File: config.mk
export PLATFORM = sky130hd
export DESIGN_NAME = pwm_timer_channel_control
export DESIGN_NICKNAME = d
export VERILOG_FILES = /design/src/hdl/pwm_timer_pkg.sv /design/src/hdl/pwm_timer_channel_control.sv
export SDC_FILE = /design/constraint.sdc
export NUM_CORES = 2
export LEC_CHECK = 0
export BUFFER_PORTS_ARGS = -buffer_cell sky130_fd_sc_hd__buf_4
export CAP_MARGIN = 20
export CELL_PAD_IN_SITES_DETAIL_PLACEMENT = 0
export CELL_PAD_IN_SITES_GLOBAL_PLACEMENT = 1
export CORE_MARGIN = 2
export CORE_UTILIZATION = 25
export DETAILED_ROUTE_END_ITERATION = 8
export GPL_TIMING_DRIVEN = 1
export PLACE_DENSITY_LB_ADDON = 0.1
export SETUP_SLACK_MARGIN = 0.02
export SLEW_MARGIN = 25
export SYNTH_ARGS = -nofsm -noshare
export SYNTH_HDL_FRONTEND = slang
export SYNTH_SLANG_ARGS = --single-unit
File: constraint.sdc
create_clock -name core_clk -period 29.4 [get_ports core_clk]
set_input_delay 2.94 -clock core_clk [delete_from_list [all_inputs] [get_ports core_clk]]
set_output_delay 2.94 -clock core_clk [all_outputs]
set_load 0.02 [all_outputs]
File: src/hdl/pwm_timer_pkg.sv
// Constants and types shared by the four-channel PWM timer control block
package pwm_timer_pkg;

    localparam int NUM_CH = 4;
    localparam int CNT_W = 16;
    localparam int NUM_CCR = 6;
    localparam int NUM_EV = 9;
    localparam int NUM_IN = 3;
    localparam int NUM_OPS = 3;
    localparam int ADDR_W = 9;
    localparam int CTRL_W = 23;

    // Global registers, byte addresses
    localparam logic [ADDR_W-1:0] ADDR_START_STOP = 9'h000;
    localparam logic [ADDR_W-1:0] ADDR_RUN = 9'h004;
    localparam logic [ADDR_W-1:0] ADDR_EXT_STATUS = 9'h008;
    localparam logic [ADDR_W-1:0] ADDR_EXT_CLEAR = 9'h00c;
    localparam logic [ADDR_W-1:0] ADDR_EXT_ENABLE = 9'h010;

    // Channel n block sits at 0x40*(n+1); offsets inside a block
    localparam logic [5:0] OFF_CTRL = 6'h00;
    localparam logic [5:0] OFF_CNT = 6'h04;
    localparam logic [5:0] OFF_PERIOD = 6'h08;
    localparam logic [5:0] OFF_CCR_A = 6'h0c;
    localparam logic [5:0] OFF_CCR_F = 6'h20;
    localparam logic [5:0] OFF_DVU = 6'h24;
    localparam logic [5:0] OFF_DVD = 6'h28;
    localparam logic [5:0] OFF_STATUS = 6'h2c;
    localparam logic [5:0] OFF_CLEAR = 6'h30;
    localparam logic [5:0] OFF_ENABLE = 6'h34;

    // Start/stop register fields
    localparam int START_LSB = 0;
    localparam int STOP_LSB = 4;

    // Channel control fields
    localparam int CTRL_TRI = 0;
    localparam int CTRL_DOWN = 1;
    localparam int CTRL_AUTO_DT = 2;
    localparam int CTRL_DVU_BUF = 3;
    localparam int CTRL_DVD_BUF = 4;
    localparam int CTRL_MIRROR = 5;
    localparam int CTRL_SW_CLEAR = 6;
    localparam int CTRL_HW_LSB = 8;
    localparam int CTRL_HW_STRIDE = 5;
    localparam int CTRL_EDGE_OFS = 3;

    // Channel event bits and external trigger status bits
    localparam int EV_CMP_A = 0;
    localparam int EV_CMP_B = 1;
    localparam int EV_DEAD = 6;
    localparam int EV_OVF = 7;
    localparam int EV_UNF = 8;
    localparam int EXT_FALL = 0;
    localparam int EXT_RISE = 1;

    // Synchronised input positions and hardware operations
    localparam int IN_PIN_A = 0;
    localparam int IN_PIN_B = 1;
    localparam int IN_EXT = 2;
    localparam int OP_START = 0;
    localparam int OP_STOP = 1;
    localparam int OP_CLEAR = 2;

    // Values after reset
    localparam logic [CNT_W-1:0] PERIOD_RST = 16'hffff;
    localparam logic waitReqRst = 1'b1;

    typedef enum logic [2:0] {
        SRC_NONE = 3'h0,
        SRC_PIN_A = 3'h1,
        SRC_PIN_B = 3'h2,
        SRC_CMP_A = 3'h3,
        SRC_CMP_B = 3'h4,
        SRC_EXT = 3'h5
    } hw_src_t;

    typedef enum logic [1:0] {
        EDGE_NONE = 2'h0,
        EDGE_RISE = 2'h1,
        EDGE_FALL = 2'h2,
        EDGE_BOTH = 2'h3
    } edge_sel_t;

    typedef enum logic {
        DIR_UP = 1'b0,
        DIR_DOWN = 1'b1
    } count_dir_t;

endpackage

File: src/hdl/pwm_timer_channel_control.sv
// Four-channel PWM timer control with Avalon-MM register slave
//
// The register offsets and the Avalon-MM interface to the registers were decided locally.
`timescale 1ns/10ps
module pwm_timer_channel_control
    import pwm_timer_pkg::*;
(
    input wire logic core_clk,
    input wire logic sys_rst,
    input wire logic [ADDR_W-1:0] address,
    input wire logic read,
    input wire logic write,
    input wire logic [3:0] byteenable,
    input wire logic [31:0] writedata,
    output logic [31:0] readdata,
    output logic waitrequest,
    input wire logic ch3PinA,
    input wire logic ch3PinB,
    input wire logic externalTriggerPin,
    output logic irq,
    output logic [NUM_CH-1:0] counterRunning
);

    typedef struct packed {
        logic waitReq;
        logic [31:0] rdata;
        logic irq;
        logic [NUM_CH-1:0] running;
        count_dir_t [NUM_CH-1:0] dir;
        logic [NUM_CH-1:0][CNT_W-1:0] cnt, period, dvu, dvd, dvuBuf, dvdBuf;
        logic [NUM_CH-1:0][NUM_CCR-1:0][CNT_W-1:0] ccr;
        logic [NUM_CH-1:0][CTRL_W-1:0] ctrl;
        logic [NUM_CH-1:0][NUM_EV-1:0] evStatus, evEnable;
        logic [1:0] extStatus, extEnable;
        logic [NUM_IN-1:0] syncFirst, syncSecond, inPrev;
        logic [2:0] syncValid;
        logic [1:0] cmpOut, cmpPrev;
        logic [NUM_CH-1:0][NUM_OPS-1:0] hwPend;
    } state_t;

    state_t stateReg;
    state_t stateNext;

    logic acc;
    logic wrAcc;
    logic [31:0] beMask;
    logic [31:0] wrBits;
    logic [2:0] chField;
    logic chHit;
    logic [1:0] chSel;
    logic [5:0] offs;
    logic [2:0] ccrIdx;
    logic ccrHit;

    logic [NUM_CH-1:0] swStart;
    logic [NUM_CH-1:0] swStop;
    logic [NUM_CH-1:0] swGo;
    logic [NUM_CH-1:0] swHalt;
    logic [4:0] lvCur;
    logic [4:0] lvPrev;
    logic [1:0] extEv;
    logic primed;
    logic [CTRL_W-1:0] ctrlC;
    logic triMode;
    logic chWr;
    logic run;
    logic autoOn;
    logic dtErr;
    logic xfer;
    logic [NUM_EV-1:0] ev;
    logic [CNT_W-1:0] cntN;
    logic [CNT_W-1:0] cntC;
    logic [CNT_W-1:0] wrVal;
    count_dir_t dirN;
    logic [CNT_W:0] sumUp;
    logic [CNT_W:0] diffDn;
    hw_src_t src;
    edge_sel_t edgeSel;
    logic [31:0] rdMux;
    logic irqAny;

    function automatic logic [31:0] merge(input logic [31:0] old, input logic [31:0] nw, input logic [31:0] m);
        return (old & ~m) | (nw & m);
    endfunction

    function automatic logic srcLevel(input hw_src_t s, input logic [4:0] lv);
        logic r;
        r = 1'b0;
        case (s)
            SRC_PIN_A: r = lv[0];
            SRC_PIN_B: r = lv[1];
            SRC_CMP_A: r = lv[2];
            SRC_CMP_B: r = lv[3];
            SRC_EXT: r = lv[4];
            default: r = 1'b0;
        endcase
        return r;
    endfunction

    function automatic logic qualify(input logic cur, input logic prev, input edge_sel_t e);
        logic r;
        r = 1'b0;
        case (e)
            EDGE_RISE: r = cur & ~prev;
            EDGE_FALL: r = ~cur & prev;
            EDGE_BOTH: r = cur ^ prev;
            default: r = 1'b0;
        endcase
        return r;
    endfunction

    // One wait cycle per request keeps read data a registered copy
    assign acc = (read | write) & ~stateReg.waitReq;
    assign wrAcc = write & acc;
    assign beMask = {{8{byteenable[3]}}, {8{byteenable[2]}}, {8{byteenable[1]}}, {8{byteenable[0]}}};
    assign wrBits = writedata & beMask;
    assign chField = address[8:6];
    assign chHit = (chField != 3'h0) && (chField <= 3'h4);
    assign chSel = 2'(chField - 3'h1);
    assign offs = address[5:0];
    assign ccrHit = (offs >= OFF_CCR_A) && (offs <= OFF_CCR_F) && (offs[1:0] == 2'h0);
    assign ccrIdx = 3'((offs - OFF_CCR_A) >> 2);

    always_comb
    begin
        stateNext = stateReg;
        swStart = '0;
        swStop = '0;
        ctrlC = '0;
        triMode = 1'b0;
        chWr = 1'b0;
        run = 1'b0;
        autoOn = 1'b0;
        dtErr = 1'b0;
        xfer = 1'b0;
        ev = '0;
        cntN = '0;
        cntC = '0;
        wrVal = '0;
        dirN = DIR_UP;
        sumUp = '0;
        diffDn = '0;
        src = SRC_NONE;
        edgeSel = EDGE_NONE;
        rdMux = '0;
        irqAny = 1'b0;

        stateNext.waitReq = ~((read | write) & stateReg.waitReq);

        // First stage feeds only the second; edges are taken after it
        stateNext.syncFirst = {externalTriggerPin, ch3PinB, ch3PinA};
        stateNext.syncSecond = stateReg.syncFirst;
        // Edges wait for real pin levels, else a pin idling high fakes a rise after reset
        stateNext.syncValid = {stateReg.syncValid[1:0], 1'b1};
        primed = stateReg.syncValid[2];
        stateNext.inPrev = stateReg.syncSecond;
        stateNext.cmpPrev = stateReg.cmpOut;
        lvCur = {stateReg.syncSecond[IN_EXT], stateReg.cmpOut, stateReg.syncSecond[IN_PIN_B:IN_PIN_A]};
        lvPrev = {stateReg.inPrev[IN_EXT], stateReg.cmpPrev, stateReg.inPrev[IN_PIN_B:IN_PIN_A]};

        extEv[EXT_RISE] = primed & stateReg.syncSecond[IN_EXT] & ~stateReg.inPrev[IN_EXT];
        extEv[EXT_FALL] = primed & ~stateReg.syncSecond[IN_EXT] & stateReg.inPrev[IN_EXT];

        if (wrAcc && address == ADDR_START_STOP)
        begin
            swStart = wrBits[START_LSB +: NUM_CH];
            swStop = wrBits[STOP_LSB +: NUM_CH];
        end
        // A channel named for both start and stop is left alone
        swGo = swStart & ~swStop;
        swHalt = swStop & ~swStart;

        for (int ch = 0; ch < NUM_CH; ch++)
        begin
            ctrlC = stateReg.ctrl[ch];
            triMode = ctrlC[CTRL_TRI];
            chWr = wrAcc && chHit && (chSel == 2'(ch));
            ev = '0;

            for (int op = 0; op < NUM_OPS; op++)
            begin
                src = hw_src_t'(ctrlC[CTRL_HW_LSB + op * CTRL_HW_STRIDE +: 3]);
                edgeSel = edge_sel_t'(ctrlC[CTRL_HW_LSB + op * CTRL_HW_STRIDE + CTRL_EDGE_OFS +: 2]);
                // Own compare outputs would loop back on channel 3, so they read as no source
                if (ch == NUM_CH - 1 && (src == SRC_CMP_A || src == SRC_CMP_B))
                begin
                    src = SRC_NONE;
                end
                stateNext.hwPend[ch][op] = primed & qualify(srcLevel(src, lvCur), srcLevel(src, lvPrev), edgeSel);
            end

            // Hardware stop beats start; software acts on top in the same cycle
            run = stateReg.running[ch];
            if (stateReg.hwPend[ch][OP_STOP])
            begin
                run = 1'b0;
            end
            else if (stateReg.hwPend[ch][OP_START])
            begin
                run = 1'b1;
            end
            if (swGo[ch])
            begin
                run = 1'b1;
            end
            else if (swHalt[ch])
            begin
                run = 1'b0;
            end
            stateNext.running[ch] = run;

            cntC = stateReg.cnt[ch];
            cntN = cntC;
            dirN = stateReg.dir[ch];
            if (stateReg.running[ch])
            begin
                for (int k = 0; k < NUM_CCR; k++)
                begin
                    if (cntC == stateReg.ccr[ch][k])
                    begin
                        ev[k] = 1'b1;
                    end
                end
                if (!triMode)
                begin
                    if (ctrlC[CTRL_DOWN])
                    begin
                        if (cntC == '0)
                        begin
                            cntN = stateReg.period[ch];
                            ev[EV_UNF] = 1'b1;
                        end
                        else
                        begin
                            cntN = CNT_W'(cntC - 1'b1);
                        end
                    end
                    else if (cntC >= stateReg.period[ch])
                    begin
                        cntN = '0;
                        ev[EV_OVF] = 1'b1;
                    end
                    else
                    begin
                        cntN = CNT_W'(cntC + 1'b1);
                    end
                end
                else if (dirN == DIR_UP)
                begin
                    if (cntC >= stateReg.period[ch])
                    begin
                        dirN = DIR_DOWN;
                        cntN = (cntC == '0) ? cntC : CNT_W'(cntC - 1'b1);
                        ev[EV_OVF] = 1'b1;
                    end
                    else
                    begin
                        cntN = CNT_W'(cntC + 1'b1);
                    end
                end
                else if (cntC == '0)
                begin
                    dirN = DIR_UP;
                    cntN = CNT_W'(cntC + 1'b1);
                    ev[EV_UNF] = 1'b1;
                end
                else
                begin
                    cntN = CNT_W'(cntC - 1'b1);
                end
            end

            if (stateReg.hwPend[ch][OP_CLEAR] || (chWr && offs == OFF_CTRL && wrBits[CTRL_SW_CLEAR]))
            begin
                cntN = '0;
                dirN = DIR_UP;
            end
            if (chWr && offs == OFF_CNT)
            begin
                cntN = CNT_W'(merge(32'(cntC), writedata, beMask));
            end
            stateNext.cnt[ch] = cntN;
            stateNext.dir[ch] = dirN;

            if (chWr)
            begin
                if (offs == OFF_CTRL)
                begin
                    // Clear bit is an action and never stored
                    stateNext.ctrl[ch] = CTRL_W'(merge(32'(ctrlC), writedata, beMask));
                    stateNext.ctrl[ch][CTRL_SW_CLEAR] = 1'b0;
                end
                else if (offs == OFF_PERIOD)
                begin
                    stateNext.period[ch] = CNT_W'(merge(32'(stateReg.period[ch]), writedata, beMask));
                end
                else if (ccrHit)
                begin
                    stateNext.ccr[ch][ccrIdx] = CNT_W'(merge(32'(stateReg.ccr[ch][ccrIdx]), writedata, beMask));
                end
                else if (offs == OFF_DVU)
                begin
                    wrVal = CNT_W'(merge(32'(stateReg.dvu[ch]), writedata, beMask));
                    if (ctrlC[CTRL_DVU_BUF])
                    begin
                        stateNext.dvuBuf[ch] = wrVal;
                    end
                    else
                    begin
                        stateNext.dvu[ch] = wrVal;
                    end
                    if (ctrlC[CTRL_MIRROR])
                    begin
                        if (ctrlC[CTRL_DVD_BUF])
                        begin
                            stateNext.dvdBuf[ch] = wrVal;
                        end
                        else
                        begin
                            stateNext.dvd[ch] = wrVal;
                        end
                    end
                end
                else if (offs == OFF_DVD)
                begin
                    wrVal = CNT_W'(merge(32'(stateReg.dvd[ch]), writedata, beMask));
                    if (ctrlC[CTRL_DVD_BUF])
                    begin
                        stateNext.dvdBuf[ch] = wrVal;
                    end
                    else
                    begin
                        stateNext.dvd[ch] = wrVal;
                    end
                end
                else if (offs == OFF_CLEAR)
                begin
                    stateNext.evStatus[ch] = stateReg.evStatus[ch] & ~wrBits[NUM_EV-1:0];
                end
                else if (offs == OFF_ENABLE)
                begin
                    stateNext.evEnable[ch] = NUM_EV'(merge(32'(stateReg.evEnable[ch]), writedata, beMask));
                end
            end

            // Buffered dead-time values move in at the end of each count cycle
            xfer = ev[EV_UNF] | (ev[EV_OVF] & ~triMode);
            if (xfer && ctrlC[CTRL_DVU_BUF])
            begin
                stateNext.dvu[ch] = stateReg.dvuBuf[ch];
            end
            if (xfer && ctrlC[CTRL_DVD_BUF])
            begin
                stateNext.dvd[ch] = stateReg.dvdBuf[ch];
            end

            // Auto value overrides a software write to B in the same cycle
            autoOn = ctrlC[CTRL_AUTO_DT] & triMode;
            sumUp = {1'b0, stateReg.ccr[ch][EV_CMP_A]} + {1'b0, stateReg.dvu[ch]};
            diffDn = {1'b0, stateReg.ccr[ch][EV_CMP_A]} - {1'b0, stateReg.dvd[ch]};
            dtErr = (stateReg.dir[ch] == DIR_UP) ? (sumUp > {1'b0, stateReg.period[ch]}) : diffDn[CNT_W];
            if (autoOn)
            begin
                if (!dtErr)
                begin
                    stateNext.ccr[ch][EV_CMP_B] = (stateReg.dir[ch] == DIR_UP) ? sumUp[CNT_W-1:0] : diffDn[CNT_W-1:0];
                end
                ev[EV_DEAD] = dtErr & stateReg.running[ch];
            end

            // An event in the clearing cycle survives the clear
            stateNext.evStatus[ch] = stateNext.evStatus[ch] | ev;

            if (ch == NUM_CH - 1)
            begin
                stateNext.cmpOut = stateReg.cmpOut ^ ev[EV_CMP_B:EV_CMP_A];
            end
            irqAny = irqAny | (|(stateNext.evStatus[ch] & stateNext.evEnable[ch]));
        end

        if (wrAcc && address == ADDR_EXT_CLEAR)
        begin
            stateNext.extStatus = stateReg.extStatus & ~wrBits[1:0];
        end
        if (wrAcc && address == ADDR_EXT_ENABLE)
        begin
            stateNext.extEnable = 2'(merge(32'(stateReg.extEnable), writedata, beMask));
        end
        stateNext.extStatus = stateNext.extStatus | extEv;
        irqAny = irqAny | (|(stateNext.extStatus & stateNext.extEnable));
        stateNext.irq = irqAny;

        // Read decode; unmapped and write-only addresses read zero
        if (address == ADDR_RUN)
        begin
            rdMux = 32'(stateReg.running);
        end
        else if (address == ADDR_EXT_STATUS)
        begin
            rdMux = 32'(stateReg.extStatus);
        end
        else if (address == ADDR_EXT_ENABLE)
        begin
            rdMux = 32'(stateReg.extEnable);
        end
        else if (chHit && offs == OFF_CTRL)
        begin
            rdMux = 32'(stateReg.ctrl[chSel]);
        end
        else if (chHit && offs == OFF_CNT)
        begin
            rdMux = 32'(stateReg.cnt[chSel]);
        end
        else if (chHit && offs == OFF_PERIOD)
        begin
            rdMux = 32'(stateReg.period[chSel]);
        end
        else if (chHit && ccrHit)
        begin
            rdMux = 32'(stateReg.ccr[chSel][ccrIdx]);
        end
        else if (chHit && offs == OFF_DVU)
        begin
            rdMux = 32'(stateReg.dvu[chSel]);
        end
        else if (chHit && offs == OFF_DVD)
        begin
            rdMux = 32'(stateReg.dvd[chSel]);
        end
        else if (chHit && offs == OFF_STATUS)
        begin
            rdMux = 32'(stateReg.evStatus[chSel]);
        end
        else if (chHit && offs == OFF_ENABLE)
        begin
            rdMux = 32'(stateReg.evEnable[chSel]);
        end
        if (read && stateReg.waitReq)
        begin
            stateNext.rdata = rdMux;
        end
    end

    always_ff @(posedge core_clk or posedge sys_rst)
    begin
        if (sys_rst)
        begin
            stateReg <= '0;
            stateReg.waitReq <= waitReqRst;
            stateReg.period <= {NUM_CH{PERIOD_RST}};
        end
        else
        begin
            stateReg <= stateNext;
        end
    end

    assign readdata = stateReg.rdata;
    assign waitrequest = stateReg.waitReq;
    assign irq = stateReg.irq;
    assign counterRunning = stateReg.running;

endmodule

# After elaboration in Yosys (flattened, before gate mapping)
# Cells that the tools add are included.
# W data, S select, Z words.
# word_totals
ff_bits	1002
latchBits	0
ramBits	0
rom_bits	0
inputBits	52
out_inout_bits	38
word_cells	1033
memories	0
# classes
addsub	18
mul	0
n_div	0
n_lt_le_gt_ge	14
n_eq_ne	184
shift	0
n_mux	410
bitwise	193
reduce_logical	131
# op_table
op	n
$mux W16	159
$mux W9	64
$mux W32	16
$bwmux W96	4
$eq A16 B16 Y1	24
$and A16 B16 Y16	20
$or A16 B16 Y16	20
$bmux W16 S3	5
$bmux W96 S2	1
$bmux W16 S2	4
$pmux W1 S5	24
$and A23 B23 Y23	5
$mux W23	5
$and A9 B9 Y9	12
$mux W96	1
$mux W1	92
$or A23 B23 Y23	4
$eq A3 B2 Y1 const B	27
$eq A3 B3 Y1 const B	27
$or A9 B9 Y9	8
$add A16 B16 Y17	4
$gt A17 B16 Y1	4
$sub A16 B16 Y17	4
$add A16 B1 Y16 const B	4
other kinds (59)	412

# Longest topological paths before layout
# logic_depth
word_depth	17
depth_mapped	23
depth_no_buf	21

# Least setup slack after synthesis
# No wires, ideal clock.
# synth_path
path_kind	input to register
startpoint	input port address[6]
endpoint	register stateReg, in the netlist irq
setup_ns	0.139
arrival_ns	7.046
required_ns	29.261
setup_slack_ns	22.216
path_stages	16
path_buffers	5
cell_sequence	buf_2 -> buf_2 -> buf_2 -> buf_2 -> inv_1 -> ha_1 -> clkbuf_2 -> xor2_2 -> nor4_2 -> mux2_2 -> a21boi_0 -> a2111oi_0 -> nand4_1 -> a211oi_1 -> o211ai_1 -> or4_1
# synth_rtl
element	line_no	source
from (decl)	pwm_timer_channel_control.sv:10	input wire logic [ADDR_W-1:0] address,
to (signal assigned)	pwm_timer_channel_control.sv:454	stateReg <= stateNext;
to (decl)	pwm_timer_channel_control.sv:41	state_t stateReg;

# Final worst setup path
# layout_path
startpoint	input port address[6]
endpoint	register stateReg, in the netlist readdata[0]
# layout_via
elab_chain_len	14
elab_cells_between_ends	44
cone_classes	1 x add/sub; 1 x order compare; 3 x eq/ne; 29 x mux; 10 x reduce/logical
# layout_rtl
element	line_no	source
$sub A2 B1 Y2 (tied with other cells)	pwm_timer_channel_control.sv:119	assign chSel = 2'(chField - 3'h1);
$bmux W9 S2 / $logic_and A1 B1 Y1 (equally long branches)	pwm_timer_channel_control.sv:436, pwm_timer_channel_control.sv:118	
$mux W9 (not written as such) / $logic_and A1 B1 Y1 (equally long branches)	pwm_timer_channel_control.sv:436, pwm_timer_channel_control.sv:434	
$mux W9	pwm_timer_channel_control.sv:434	else if (chHit && offs == OFF_ENABLE)
$mux W9	pwm_timer_channel_control.sv:430	else if (chHit && offs == OFF_STATUS)
$mux W16	pwm_timer_channel_control.sv:426	else if (chHit && offs == OFF_DVD)
$mux W16	pwm_timer_channel_control.sv:422	else if (chHit && offs == OFF_DVU)
$mux W16	pwm_timer_channel_control.sv:418	else if (chHit && ccrHit)
$mux W16	pwm_timer_channel_control.sv:414	else if (chHit && offs == OFF_PERIOD)
$mux W16	pwm_timer_channel_control.sv:410	else if (chHit && offs == OFF_CNT)
$mux W23	pwm_timer_channel_control.sv:406	else if (chHit && offs == OFF_CTRL)
$mux W23	pwm_timer_channel_control.sv:402	else if (address == ADDR_EXT_ENABLE)
$mux W23	pwm_timer_channel_control.sv:398	else if (address == ADDR_EXT_STATUS)
$mux W23 *	pwm_timer_channel_control.sv:394	if (address == ADDR_RUN)
# Every way passes the cells marked *; elsewhere a longest branch is shown, timed or not. The select of a mux whose other input is x is not followed.
# A chain may end at the register's enable or synchronous reset.

==> metrics.md <==
| Metric | Value |
|---|---|
| Synth Area in Adders | `roughly 5.6%` |
| Root Driver | `clkbuf_16` |
| Syn avg cell area | `9.011 um^2` |
| Max-cap violation count | `0` |
| Max-slew violations | `0` |
| Multi-input logic area | `0.04327 mm^2` |
| Htree depth | `4` |
| Critical Path Source Type | `primary input` |
| Die Ht | `roughly 540 um` |
| Critical Path End | `readdata[0]` |
| Mapped Area | `0.07114 mm^2` |
| Arrival time worst endpoint | `roughly 8.5 ns` |
| DIE AREA | `0.2889 mm^2` |
| First-pass DRT Iterations | `6` |
| Async S/R FF share, synth | `100.0%` |
| Worst slew pin tran | `1.128 ns` |
| RSZ-0062 raised after global routing | `no` |
| Initial antenna violation count | `between 100 and 150` |
| Commonest cells post-synth | `1109 x nand2_1, 928 x dfrtp_1, 548 x nor2_1` |
| Seq cells post-synth | `993` |
| Vias per inst | `5.909` |
| Drt total wl | `about 480000 um` |
| Num CTS Buffers | `roughly 150` |
| Core area | `0.2828 mm^2` |
| Largest family of logic cells by synthesized area | `compound AO/OA/AOI/OAI gates` |
| Final Cycle Share | `between 20% and 30%` |
| Crit path kind | `in -> reg` |
| Remaining antenna violation count after routing | `0` |
| Mux share of post-synthesis cell area | `between 10% and 20%` |
| DRC errors left | `0` |
| Avg WL per Cell | `41.34 um` |
| Simple-Gate Fraction of Synth Area | `between 10 and 15%` |
| Layout Nets | `8215` |
| Worst IR Drop VDD | `0.00003993 V` |
| Worst R2R Start | `stateReg[820]` |
| Pleak | `35.11 nW` |
| Area share of the largest cell type after synthesis | `between 30 and 40%` |
| Storage element area | `around 0.025 mm^2` |
| Syn. warnings | `0` |
| Clock Skews | `0.07248 ns` |
| Congestion Overflow GR | `0` |
| Worst R2R Path Depth | `21` |
| Pre-CTS setup slack | `20.81 ns` |
| Final Power | `4.730 mW` |
| GRT Util Overall | `32.80%` |
| I/O Buffers | `70` |
| Worst-Skew Late Latency | `between 0.8 and 0.9 ns` |
| Synth unique cells | `102` |
| FMAX | `128.2 MHz` |
| TritonCTS clock tree | `done` |
| # hold bufs at CTS | `0` |
| Most frequent cell after synthesis | `nand2_1` |
| Vias in the first global route | `between 60k and 70k` |
| PwrDens | `57.54 mW/mm^2` |
| Post-Syn Instances | `7895` |
| Data required time of the worst path | `about 30 ns` |
| Slew margin rel. | `approximately 25%` |
| DP HPWL | `between 300000 and 400000 um` |
| Setup violators final | `0` |
| Reg2reg setup slack | `22.42 ns` |
| Sequential area share after synthesis | `between 30% and 40%` |
| Hold WS | `0.3461 ns` |
| Status | `finished clean` |
| Fillers | `29.74k` |
| Starting Density | `25.16%` |
| Fin crit period | `7.803 ns` |
| Final GP Congestion | `1.019` |
| Post-synth top area cell | `dfrtp_1` |
| Hold Fails Final Rpt | `0` |
| Layout cells sized above 1 | `about 16%` |
| Ys flop type | `dfrtp_1` |
| Hold crit path type | `reg -> reg` |
| Post CTS Setup Buffer Count | `0` |
| First-pass GRT wire length | `634500 um` |
| Maximum buffer depth of the clock tree | `4` |
| Worst-path maximum fanout | `58` |
| Via count | `slightly below 70k` |
| Post-Synth XOR/XNOR Area | `7.408%` |
| Worst Setup SP | `address[6]` |
| Largest net degree at the start of global routing | `roughly 150` |
| Reg2reg end | `stateReg[503]` |
| Setup TNS | `0 ns` |
| Worst Setup End Kind | `register` |
| Syn-to-layout area delta | `15.55%` |
| CTS sink cnt | `993` |
| Drt first-iter violations | `9605` |
| Ports | `90` |
| Final worst slack | `21.60 ns` |
| Synth Area in Compound Gates | `20.80%` |
| Placed cell count | `11.44k` |
| CTS resizes | `0` |
| Die Width | `about 540 um` |
| Standard-cell rows | `just under 200` |
| Clk slew on worst S/H paths | `0.06 ns` |
| Area contributors post-synth | `dfrtp_1 33%, mux4_2 6.5%, nand2_1 5.9%` |
| Fin cells | `11.73k` |
| Post-synth EDFFs | `0` |
metrics by stage:
| stage | instance area, um^2 | utilization (%) |
|---|---|---|
| 5_1_grt | 82130 | 29.04 |
| 6_report | 82200 | 29.07 |
| 2_1_floorplan | 71180 | - |
| 3_5_place_dp | 77210 | 27.30 |
| 3_3_place_gp | 77100 | 27.27 |
| 4_1_cts | 82040 | 29.01 |
how the worst min path moves through the flow:
stage,cells past startpoint,to,start,slack [ns]
after floorplan,0,lvCur[0],stateNext[22],0.33
after global placement,0,primed,stateNext[18],0.33
after detailed placement,0,primed,stateNext[18],0.33
after CTS,0,primed,stateNext[18],0.35
after global routing,0,lvCur[1],stateNext[23],0.36
final,0,lvCur[1],stateNext[23],0.35
final cells by class:
type / instances / share of cell area, %
Antenna cell: 35 / 0.1065
Clock buffer: 204 / 5.078
Inverter: 255 / 1.170
Timing Repair Buffer: 443 / 4.187
Clock inverter: 47 / 0.7991
Tap cell: 3743 / 5.697
Multi-Input combinational cell: 6009 / 52.63
Sequential cell: 993 / 30.33
logic make-up (layout without fill, tap and decap cells):
logic type,after synthesis,count (layout)
AOI/OAI and AO/OA,2192,2192
other,2,45
buffers and inverters,901,949
xor gates and xnor gates,600,600
and+or+nand+nor,2374,2374
DFF,993,993
muxes,517,517
adders and majority gates,316,316
critical path: stages:
cell	delay, ns
buf_8	0.36
inv_1	0.36
ha_4	0.94
buf_4	0.82
mux4_2	0.41
and3_1	0.19
a211oi_1	0.23
a31oi_1	0.09
a221oi_1	0.71
a211oi_1	0.16
a21oi_1	0.18
a31oi_1	0.26
a2111oi_0	0.55
nor2_1	0.10
layout by cell type (no fill, tap or decap), drive strengths merged, types with 124 or more instances in the layout:
cell type / instances
nand2: 1109
dfrtp: 928
nor2: 549
a21oi: 492
buf: 443
o21ai: 431
o31ai: 366
xnor2: 308
ha: 308
xor2: 292
inv: 258
mux4: 206
clkbuf: 204
mux2: 190
nor3: 150
nand3: 124
per-layer routing:
metal	global-route usage, %	share of wire [%]	up-vias
met5	0	0.021	-
met4	17.82	6.3	16
met3	7.866	9.2	661
met2	47.66	42	3676
met1	44.58	42	36110
li1	-	-	28850
power breakdown:
part / switching, mW / internal [mW] / leakage, nW
registers: 0.0970 / 1.41 / 12.9
clock network: 0.748 / 1.11 / 2.36
logic: 0.949 / 0.413 / 19.8
total: 1.79 / 2.94 / 35.1
No activity file was read; power rests on OpenSTA's default activity.
